**src/include/dmc_pkg.sv**
```systemverilog
package dmc_pkg;
  // register map (word addresses on the plain register port)
  localparam logic [3:0] CORE_CONTROL_ADDR = 4'h0;
  localparam logic [3:0] MULT_OPA_ADDR     = 4'h1;
  localparam logic [3:0] MULT_OPB_ADDR     = 4'h2;
  localparam logic [3:0] MULT_CMD_ADDR     = 4'h3;
  localparam logic [3:0] PROD_LO_ADDR      = 4'h4;
  localparam logic [3:0] PROD_HI_ADDR      = 4'h5;
  localparam logic [3:0] PROD_EXT_ADDR     = 4'h6;
  localparam logic [3:0] PRIO_LOW_ADDR     = 4'h7;

  // core control field positions
  localparam int UNSIGNED_MULT_SEL_BIT  = 12;
  localparam int LOOP_EARLY_EXIT_BIT    = 11;
  localparam int LOOP_NEST_DEPTH_LSB    = 8;
  localparam int ACC_A_CLAMP_EN_BIT     = 7;
  localparam int ACC_B_CLAMP_EN_BIT     = 6;
  localparam int DATA_WRITE_CLAMP_EN_BIT = 5;
  localparam int CLAMP_WIDTH_SEL_BIT    = 4;
  localparam int PRIO_LEVEL_MSB_BIT     = 3;
  localparam int PROG_WINDOW_EN_BIT     = 2;

  // writable bits of core control and its reset value
  localparam logic [15:0] CORE_CONTROL_WMASK = 16'h10F4;
  localparam logic [15:0] CORE_CONTROL_RESET = 16'h0020;

  // multiply command field positions
  localparam int CMD_FRAC_BIT   = 0;
  localparam int CMD_BYTE_BIT   = 1;
  localparam int CMD_A_SIGN_BIT = 2;
  localparam int CMD_B_SIGN_BIT = 3;
  localparam int CMD_DSP_BIT    = 4;

  localparam int MAX_LOOP_DEPTH = 7;
  localparam logic [3:0] PRIO_MSB_THRESHOLD = 4'h7;
endpackage

```
**src/rtl/dmc_core.sv**
```systemverilog
`timescale 1ns/1ns
module dmc_core
  import dmc_pkg::*;
#(
  parameter int DATA_W = 16
) (
  input  wire logic              clk,
  input  wire logic              rstn,
  input  wire logic              clk_en,
  input  wire logic [3:0]        reg_addr,
  input  wire logic [15:0]       reg_wdata,
  input  wire logic              reg_wr,
  input  wire logic              reg_rd,
  output logic      [15:0]       reg_rdata,
  input  wire logic              loop_push,
  input  wire logic              loop_pop,
  output logic                   loop_exit_req,
  output logic                   acc_a_clamp_en,
  output logic                   acc_b_clamp_en,
  output logic                   data_write_clamp_en,
  output logic                   clamp_width_sel,
  output logic                   prog_window_en,
  output logic      [3:0]        prio_level,
  output logic                   prod_valid,
  output logic      [39:0]       prod_ext
);

  // control state
  logic [15:0]       ctrl_r;
  logic [2:0]        depth_r;
  logic [2:0]        prio_low_r;
  logic              exit_r;
  logic [DATA_W-1:0] opa_r;
  logic [DATA_W-1:0] opb_r;
  logic [4:0]        cmd_r;
  logic              go_r;
  logic [39:0]       prod_r;
  logic              pv_r;
  logic [15:0]       rdata_r;

  // address decode
  wire wr_ctrl = reg_wr && (reg_addr == CORE_CONTROL_ADDR);
  wire wr_opa  = reg_wr && (reg_addr == MULT_OPA_ADDR);
  wire wr_opb  = reg_wr && (reg_addr == MULT_OPB_ADDR);
  wire wr_cmd  = reg_wr && (reg_addr == MULT_CMD_ADDR);
  wire wr_prio = reg_wr && (reg_addr == PRIO_LOW_ADDR);

  // control register: only writable bits stored, reserved and status bits masked out
  wire [15:0] ctrl_nxt = (reg_wdata & CORE_CONTROL_WMASK);

  // priority level: msb is set only when the joined level exceeds 7
  wire [3:0] prio_join = {ctrl_r[PRIO_LEVEL_MSB_BIT], prio_low_r};

  // operand extension to 17 bits; dsp ops follow the control unsigned select,
  // integer ops take per-operand signedness for mixed-sign support
  wire dsp_op   = cmd_r[CMD_DSP_BIT];
  wire us_sel   = ctrl_r[UNSIGNED_MULT_SEL_BIT];
  wire a_signed = dsp_op ? !us_sel : cmd_r[CMD_A_SIGN_BIT];
  wire b_signed = dsp_op ? !us_sel : cmd_r[CMD_B_SIGN_BIT];
  wire byte_op  = cmd_r[CMD_BYTE_BIT] && !dsp_op;
  wire [7:0] opa_b = opa_r[7:0];
  wire [7:0] opb_b = opb_r[7:0];
  wire [DATA_W-1:0] opa_w = byte_op ? {{8{a_signed & opa_b[7]}}, opa_b} : opa_r;
  wire [DATA_W-1:0] opb_w = byte_op ? {{8{b_signed & opb_b[7]}}, opb_b} : opb_r;
  wire [DATA_W:0] ext_a = {a_signed & opa_w[DATA_W-1], opa_w};
  wire [DATA_W:0] ext_b = {b_signed & opb_w[DATA_W-1], opb_w};

  // 17x17 signed product; low 32 bits hold every legal result
  wire signed [33:0] raw_prod = $signed(ext_a) * $signed(ext_b);
  // fractional scaling drops the duplicate sign: shift left by one into 1.31
  wire [31:0] frac_prod = {raw_prod[30:0], 1'b0};
  wire [31:0] int_prod  = raw_prod[31:0];
  wire [31:0] scaled    = (cmd_r[CMD_FRAC_BIT] && dsp_op) ? frac_prod : int_prod;
  // byte ops keep 16 bits, word ops keep 32
  wire [31:0] sized     = byte_op ? {16'h0000, int_prod[15:0]} : scaled;
  // sign extension to the 40-bit accumulator width; byte ops and unsigned word ops zero-fill
  wire prod_sign = (a_signed | b_signed) ? sized[31] : 1'b0;
  wire [39:0] prod_nxt = byte_op ? {24'h000000, sized[15:0]} : {{8{prod_sign}}, sized};

  // read mux; early exit bit and reserved bits read zero
  wire [15:0] ctrl_rd = {3'h0, ctrl_r[UNSIGNED_MULT_SEL_BIT], 1'b0, depth_r,
                         ctrl_r[7:3], ctrl_r[PROG_WINDOW_EN_BIT], 2'h0};
  logic [15:0] rdata_nxt;
  always_comb begin
    unique case (reg_addr)
      CORE_CONTROL_ADDR: rdata_nxt = ctrl_rd;
      MULT_OPA_ADDR:     rdata_nxt = opa_r;
      MULT_OPB_ADDR:     rdata_nxt = opb_r;
      MULT_CMD_ADDR:     rdata_nxt = {11'h000, cmd_r};
      PROD_LO_ADDR:      rdata_nxt = prod_r[15:0];
      PROD_HI_ADDR:      rdata_nxt = prod_r[31:16];
      PROD_EXT_ADDR:     rdata_nxt = {8'h00, prod_r[39:32]};
      PRIO_LOW_ADDR:     rdata_nxt = {13'h0000, prio_low_r};
      default:           rdata_nxt = 16'h0000;
    endcase
  end

  // loop depth tracking saturates at seven and zero
  wire [2:0] depth_nxt = (loop_push && !loop_pop && depth_r != 3'(MAX_LOOP_DEPTH)) ? depth_r + 3'h1 :
                         (loop_pop && !loop_push && depth_r != 3'h0) ? depth_r - 3'h1 : depth_r;

  // register file and control
  always_ff @(posedge clk) begin
    if (!rstn) begin
      ctrl_r     <= CORE_CONTROL_RESET;
      prio_low_r <= 3'h0;
      depth_r    <= 3'h0;
      exit_r     <= 1'b0;
    end else if (clk_en) begin
      if (wr_ctrl) begin
        ctrl_r <= ctrl_nxt;
      end
      if (wr_prio) begin
        prio_low_r <= reg_wdata[2:0];
      end
      depth_r <= depth_nxt;
      // a one requests exit at nonzero depth; a zero does nothing; the request clears when the loop pops, unless a one is written in that same cycle
      if (wr_ctrl && reg_wdata[LOOP_EARLY_EXIT_BIT] && depth_r != 3'h0) begin
        exit_r <= 1'b1;
      end else if (loop_pop || depth_r == 3'h0) begin
        exit_r <= 1'b0;
      end
    end
  end

  // multiplier operands and product; two cycles from command write to result
  always_ff @(posedge clk) begin
    if (!rstn) begin
      opa_r  <= '0;
      opb_r  <= '0;
      cmd_r  <= 5'h00;
      go_r   <= 1'b0;
      prod_r <= 40'h0000000000;
      pv_r   <= 1'b0;
    end else if (clk_en) begin
      if (wr_opa) opa_r <= reg_wdata;
      if (wr_opb) opb_r <= reg_wdata;
      if (wr_cmd) cmd_r <= reg_wdata[4:0];
      go_r <= wr_cmd;
      pv_r <= go_r;
      if (go_r) prod_r <= prod_nxt;
    end
  end

  // read data stands only in the cycle after the read strobe
  always_ff @(posedge clk) begin
    if (!rstn) begin
      rdata_r <= 16'h0000;
    end else if (clk_en) begin
      rdata_r <= reg_rd ? rdata_nxt : 16'h0000;
    end
  end

  // clamp controls go straight from flops to the accumulator clamp stage
  assign acc_a_clamp_en      = ctrl_r[ACC_A_CLAMP_EN_BIT];
  assign acc_b_clamp_en      = ctrl_r[ACC_B_CLAMP_EN_BIT];
  assign data_write_clamp_en = ctrl_r[DATA_WRITE_CLAMP_EN_BIT];
  assign clamp_width_sel     = ctrl_r[CLAMP_WIDTH_SEL_BIT];
  assign prog_window_en      = ctrl_r[PROG_WINDOW_EN_BIT];
  assign prio_level          = prio_join;
  assign loop_exit_req       = exit_r;
  assign prod_valid          = pv_r;
  assign prod_ext            = prod_r;
  assign reg_rdata           = rdata_r;
endmodule // dmc_core

```
**config.mk**
```make
export PLATFORM = sky130hd
export DESIGN_NAME = dmc_core
export DESIGN_NICKNAME = d
export VERILOG_FILES = /design/src/include/dmc_pkg.sv /design/src/rtl/dmc_core.sv
export SDC_FILE = /design/constraint.sdc
export NUM_CORES = 1
export LEC_CHECK = 0
export BUFFER_PORTS_ARGS = -buffer_cell sky130_fd_sc_hd__buf_2
export CORE_ASPECT_RATIO = 1.25
export CORE_MARGIN = 8
export CORE_UTILIZATION = 65
export CTS_BUF_LIST = sky130_fd_sc_hd__clkbuf_4
export CTS_CLUSTER_SIZE = 40
export DETAILED_ROUTE_END_ITERATION = 12
export PLACE_DENSITY = 0.81
export SLEW_MARGIN = 0
export SYNTH_ARGS = -nofsm -noshare
export SYNTH_HDL_FRONTEND = slang
export SYNTH_SLANG_ARGS = --single-unit
```
**constraint.sdc**
```tcl
create_clock -name clk -period 17 [get_ports clk]
set_input_delay 3.4 -clock clk [delete_from_list [all_inputs] [get_ports clk]]
set_output_delay 3.4 -clock clk [all_outputs]
set_load 0.02 [all_outputs]
```
======== Word-level counts from Yosys, hierarchy flattened ========
Cells that the tools add are included.
cells by class
  add/sub/neg operators ................... 2
  $mul .................................... 1
  eq/ne operators ......................... 8
  mux-type cells .......................... 14
  bitwise operators ....................... 5
  reduce and logical (&&, ||, !) cells .... 31
operators with widths
  kind                                               count
  one-hot mux 16 bit (8 select lines)                1
  two-way mux 32 bit                                 2
  two-way mux 16 bit                                 3
  two-way mux 40 bit                                 1
  multiplier 17 x 17 -> 32 bit                       1
  == test 4 x 3 -> 1 bit (second input constant)     4
  AND reduction 2 bit                                8
  logical AND 1 bit                                  13
  == test 4 x 2 -> 1 bit (second input constant)     2
  two-way mux 3 bit                                  2
  two-way mux 1 bit                                  5
  AND 1 bit                                          4
  == test 4 x 1 -> 1 bit (second input constant)     1
  logical NOT 1 bit                                  4
  logical NOT 4 bit                                  1
  nonzero test 2 bit                                 2
  adder 3 x 1 -> 3 bit (second input constant)       1
  logical NOT 3 bit                                  1
  inequality test 3 bit (second input constant)      1
  nonzero test 3 bit                                 1
  subtractor 3 x 1 -> 3 bit (second input constant)  1
  logical OR 1 bit                                   1
  bitwise OR 1 bit                                   1
storage, ports and cells
  flip-flop bits (word level) ............. 108
  output and inout port bits .............. 67

======== Depth between registers and ports, before layout ========
  depth in word-level cells ............... 10
  depth in mapped cells ................... 32
  mapped depth without buffers ............ 28

======== Least setup slack after synthesis ========
No wires, ideal clock.
  path kind ............................... reg-to-reg
  start point ............................. register cmd_r[4]
  end point ............................... register prod_r[25], in the netlist prod_ext[25]
  data arrival time ....................... 6917 ps
  required time ........................... 16865 ps
  setup slack ............................. 9948 ps
  cell stages (with the launch flop) ...... 29
  path buffers ............................ 3
  cells stage by stage .................... dfxtp_1 > buf_2 > nand2b_1 > nor2_1 > clkbuf_1 > a21o_1 > clkbuf_1 > nand2_1 > fa_1 > inv_1 > fa_1 > inv_1 > fa_1 > inv_1 > fa_1 > fa_1 > inv_1 > fa_1 > inv_1 > ha_1 > and3_1 > a221o_1 > or3_1 > o211ai_2 > o21bai_2 > a21o_1 > a21oi_2 > xor2_1 > o221ai_1
between the ends
  word-level cells in the longest chain between the ends .. 8
  elaborated cells on any way between the ends .. 15
  those cells by class .................... mul (1); mux (7); bitwise (4); reduce/logical (3)
ends and longest elaborated chain
  item                                             line                            text
  start: declaration                               dmc_core.sv:35                  logic [4:0] cmd_r;
  start signal: assignment                         dmc_core.sv:138                 if (wr_cmd) cmd_r <= reg_wdata[4:0];
  two-way mux 1 bit, or another cell as far along  dmc_core.sv:58                  wire a_signed = dsp_op ? !us_sel : cmd_r[CMD_A_SIGN_BIT];
  AND 1 bit, or another cell as far along          dmc_core.sv:63                  wire [DATA_W-1:0] opa_w = byte_op ? {{8{a_signed & opa_b[7]}}, opa_b} : opa_r;
  two-way mux 16 bit, on equally long branches     dmc_core.sv:63, dmc_core.sv:64
  AND 1 bit, on equally long branches              dmc_core.sv:65, dmc_core.sv:66
  multiplier 17 x 17 -> 32 bit                     dmc_core.sv:69                  wire signed [33:0] raw_prod = $signed(ext_a) * $signed(ext_b);
  two-way mux 32 bit                               dmc_core.sv:73                  wire [31:0] scaled = (cmd_r[CMD_FRAC_BIT] && dsp_op) ? frac_prod : int_prod;
  two-way mux 32 bit                               dmc_core.sv:75                  wire [31:0] sized = byte_op ? {16'h0000, int_prod[15:0]} : scaled;
  two-way mux 40 bit (*)                           dmc_core.sv:78                  wire [39:0] prod_nxt = byte_op ? {24'h000000, sized[15:0]} : {{8{prod_sign}}, sized};
  end signal: assignment                           dmc_core.sv:141                 if (go_r) prod_r <= prod_nxt;
  end: declaration                                 dmc_core.sv:37                  logic [39:0] prod_r;
Every way passes the cells marked *; elsewhere a longest branch is shown, timed or not.
A chain may end at the register's enable or synchronous reset.

======== Final worst setup path ========
  start point ............................. register cmd_r[4]
  end point ............................... register prod_r[31], in the netlist prod_ext[31]
Same word-level chain as after synthesis.

==> impl_metrics.tcl <==
set metrics [dict create \
    total_leakage_power_uw 0.007892 \
    final_common_cell "nand2_1" \
    slowest_delay_ns 0.83 \
    setup_violations 0 \
    gr-total-overflow 0 \
    grt.busiest_layer "met2" \
    clock_latency_ns 0.48 \
    p_switching_uw 108.4 \
    clk_pin_slew_ns 0.17 \
    dp_slack_ns 8.580 \
    endpoint "prod_ext[31]" \
    cap_viol_max_count 0 \
    cts_setup_buffers 0 \
    tightest_slew_ns 1.295 \
    rsz0062_at_grt "no" \
    grt_usage_pct 30.39 \
    yosysSeqAreaShare_pct 13.32 \
    avgSynthCellArea_um2 8.662 \
    wirelength_um 42350 \
    cp_max_fo 30 \
    r2r_slack_ns 8.42 \
    skew_ns 0.03508 \
    startpoint "cmd_r[4]" \
    die-width_um 152.7 \
    htreeDepth 3 \
    ff2ff_path_depth 24 \
    powerDensity_nw_per_um2 25.34 \
    finalSetupTns_ns 0 \
    io_pins 94 \
    die_area_um2 28520 \
    maxSlewViolCount 0 \
    drt_iter0_drc 1182 \
    clock_sinks 101 \
    crit_chain "nand2b_1, nor2_1, a21o_1, nand2_1, fa_1, inv_1, fa_1, inv_1, fa_1, inv_1, fa_1, fa_1, inv_1, fa_1, inv_1, ha_1, and3_1, a221o_1, a2111oi_1, o221ai_1, o31ai_2, xor2_1, nand2_1, a32o_1" \
    ant_nets 0 \
    grt_use_met1_pct 38.37 \
    post-place-cells 2045 \
    cts_tree "built" \
    avgViaCountPerCell 5.962 \
    grt_pass1_wl_um 69080 \
    place_congestion 0.9674 \
    ys.flop_type "dfxtp_1" \
    use_met2_pct 50.31 \
    critical_path_required_ns 17.38 \
    slowest_stage "nor2_1" \
    clkPwrFrac_pct 32.8 \
    postLayoutSetupSlackWorst_ns 8.415 \
    combPwrFrac_pct 7.0 \
    die_h_um 186.8 \
    fmax_mhz 116.5 \
    cts_hold_buf 0 \
    netlist_area_um2 15180 \
    hold_violations 0 \
    avgRoutedWirePerCell_um 20.54 \
    numCtsBuffers 9 \
    grt_max_degree 89 \
    ys_ff_latch 101 \
    root_buffer "clkbuf_4" \
    drive_gt1_share_pct 7.671 \
    swShare_pct 26.98 \
    max_slew_margin_pct 12.97 \
    clockBufferDepth 2 \
    finalCritPeriodShare_pct 50.50 \
    grtUsageMet3_pct 4.739 \
    r2r_end "prod_ext[31]" \
    core_um2 22960 \
    yosysUniqueCellTypes 65 \
    layout.nets 2160 \
    rr_startpoint "cmd_r[4]" \
    whs_ns 0.4934 \
    vdd_drop_max_mv 0.06498 \
    cts.repair.resized 0 \
    path_class "flip-flop to flip-flop" \
    cpMostUsedCell "fa_1" \
    area_growth_pct 4.510 \
    vias 12290 \
    drt_pass1_iterations 6 \
    outcome "finished, final reports clean" \
    core.rowCount 62 \
    period_needed_ns 8.585 \
    p_int_uw 293.4 \
    synth_edf_count 0 \
    yosys_warnings 0 \
    drc 0 \
    critPathCaptureType "flip-flop" \
    dp_hpwl_um 34380 \
    antenna_found_initial 1 \
    sequentialPowerShare_pct 60.3 \
    hold_path.class "flip-flop to flip-flop" \
    crit_arrival_ns 8.96 \
    worstSetupStartpointType "flip-flop" \
    synth_cells 1752 \
    portBuffers 92 \
    final_cells 2062 \
    mostFrequentLayoutCells "nand2_1 (323), inv_1 (315), fa_1 (283)" \
    start_util_pct 66.09 \
    synth_fp_nets 2144 \
    grt_pass1_vias 13030 \
    async_flop_share_pct 0 \
]
## layer usage
metal | share of wire (%) | wire [µm]
met4 | 5.5 | 2308
met3 | 9.1 | 3843
met1 | 38 | 16130
met5 | 0 | 0
met2 | 47 | 20070
## cell families (layout without fill, tap and decap cells)
family	count (synthesis)	after routing	synth area share, %
compound gates	248	248	11.62
xor+xnor	43	43	2.482
fa+ha+maj	365	365	44.09
buf+inv	418	439	10.61
flops	101	101	13.32
mux	15	15	0.9976
other cells	1	2	0.02471
simple gates	561	561	16.85
## power groups by stage
stage / sequential, µW / clock [µW] / combinational, µW
after floorplan: 245 / 0 / 17.3
final: 242 / 132 / 28.0
after detailed placement: 247 / 0 / 27.4
after CTS: 242 / 130 / 27.5
after global placement: 247 / 0 / 26.8
after global routing: 242 / 138 / 30.1
## layout make-up
| cell class | count | area (µm²) |
|---|---|---|
| Clock inverter | 7 | 72.57 |
| Inverter | 315 | 1182 |
| Timing Repair Buffer | 108 | 580.6 |
| Clock buffer | 9 | 67.56 |
| Tap cell | 288 | 360.3 |
| Sequential cell | 101 | 2022 |
| Fill cell | 1829 | 7102 |
| Multi-Input combinational cell | 1233 | 11570 |
| Antenna cell | 1 | 2.502 |
## registers in the layout, summed over array words and instances (netlist names)
| signal | cells |
|---|---|
| prod_ext | 33 |
| reg_rdata | 16 |
| go_r | 1 |
| opb_r | 16 |
| cmd_r | 5 |
| opa_r | 16 |
| prod_valid | 1 |
| depth_r | 3 |
| prio_low_r | 3 |
| ctrl_r | 6 |
| loop_exit_req | 1 |
## critical path: cells and delay by family (launching register included)
kind	cells	cell delay, ns
AND/OR/NAND/NOR	5	1.92
buffers and inverters	5	0.26
XOR/XNOR	1	0.23
adder cells (fa/ha/maj)	7	3.45
flip-flops	1	0.42
AO/OA/AOI/OAI	6	2.18
## worst min-delay path by stage
| stage | startpoint | endpoint | slack (ns) | depth (start not counted) |
|---|---|---|---|---|
| 5_1_grt | loop_exit_req | loop_exit_req | 0.51 | 2 |
| 6_report | loop_exit_req | loop_exit_req | 0.49 | 2 |
| 4_1_cts | loop_exit_req | loop_exit_req | 0.49 | 2 |
| 3_5_place_dp | loop_exit_req | loop_exit_req | 0.46 | 2 |
| 3_3_place_gp | loop_exit_req | loop_exit_req | 0.45 | 2 |
| 2_1_floorplan | opa_r[13] | opa_r[13] | 0.45 | 2 |
## cells in the mapped netlist (3+ instances only)
cell      count  area share, %
nand2_1     323            8.0
inv_1       315            7.8
fa_1        283             37
and2_1      102            4.2
dfxtp_1     101             13
clkbuf_1     88            2.2
ha_1         82            6.8
a21oi_1      44            1.5
nor2_1       43            1.1
xnor2_1      29            1.7
nand3_1      28           0.92
nor2b_1      25            1.0
a21boi_0     23            1.1
a22oi_1      22            1.1
o21ai_0      22           0.73
a21boi_1     19           0.94
o21a_1       17           0.84
a21o_1       14           0.69
mux2i_1      14           0.92
xor2_1       14           0.81
o21ai_1      12           0.40
nor3_1       10           0.33
o211a_1      10           0.66
nand2b_1      9           0.37
a221oi_1      8           0.46
buf_4         8           0.40
a31oi_1       6           0.25
o221ai_1      6           0.35
o22ai_1       6           0.25
a22o_1        5           0.29
and3_1        5           0.21
a211oi_1      4           0.20
a222oi_1      4           0.26
buf_1         3          0.074
buf_2         3          0.099
nand3b_1      3           0.15
nor4_1        3           0.12
o211ai_1      3           0.15
o21bai_1      3           0.15
o31a_1        3           0.17
or3_1         3           0.12
## metrics by stage
| step | instance area, µm² | util (%) | total power (µW) |
|---|---|---|---|
| finish | 15860 | 69.07 | 401.8 |
| global route | 15860 | 69.07 | 410.8 |
| CTS | 15860 | 69.06 | 399.8 |
| detailed placement | 15720 | 68.45 | 274.4 |
| global placement | 15720 | 68.45 | 273.9 |
| floorplan | 15180 | - | 262.6 |
Power figures use the tool's default switching activity.
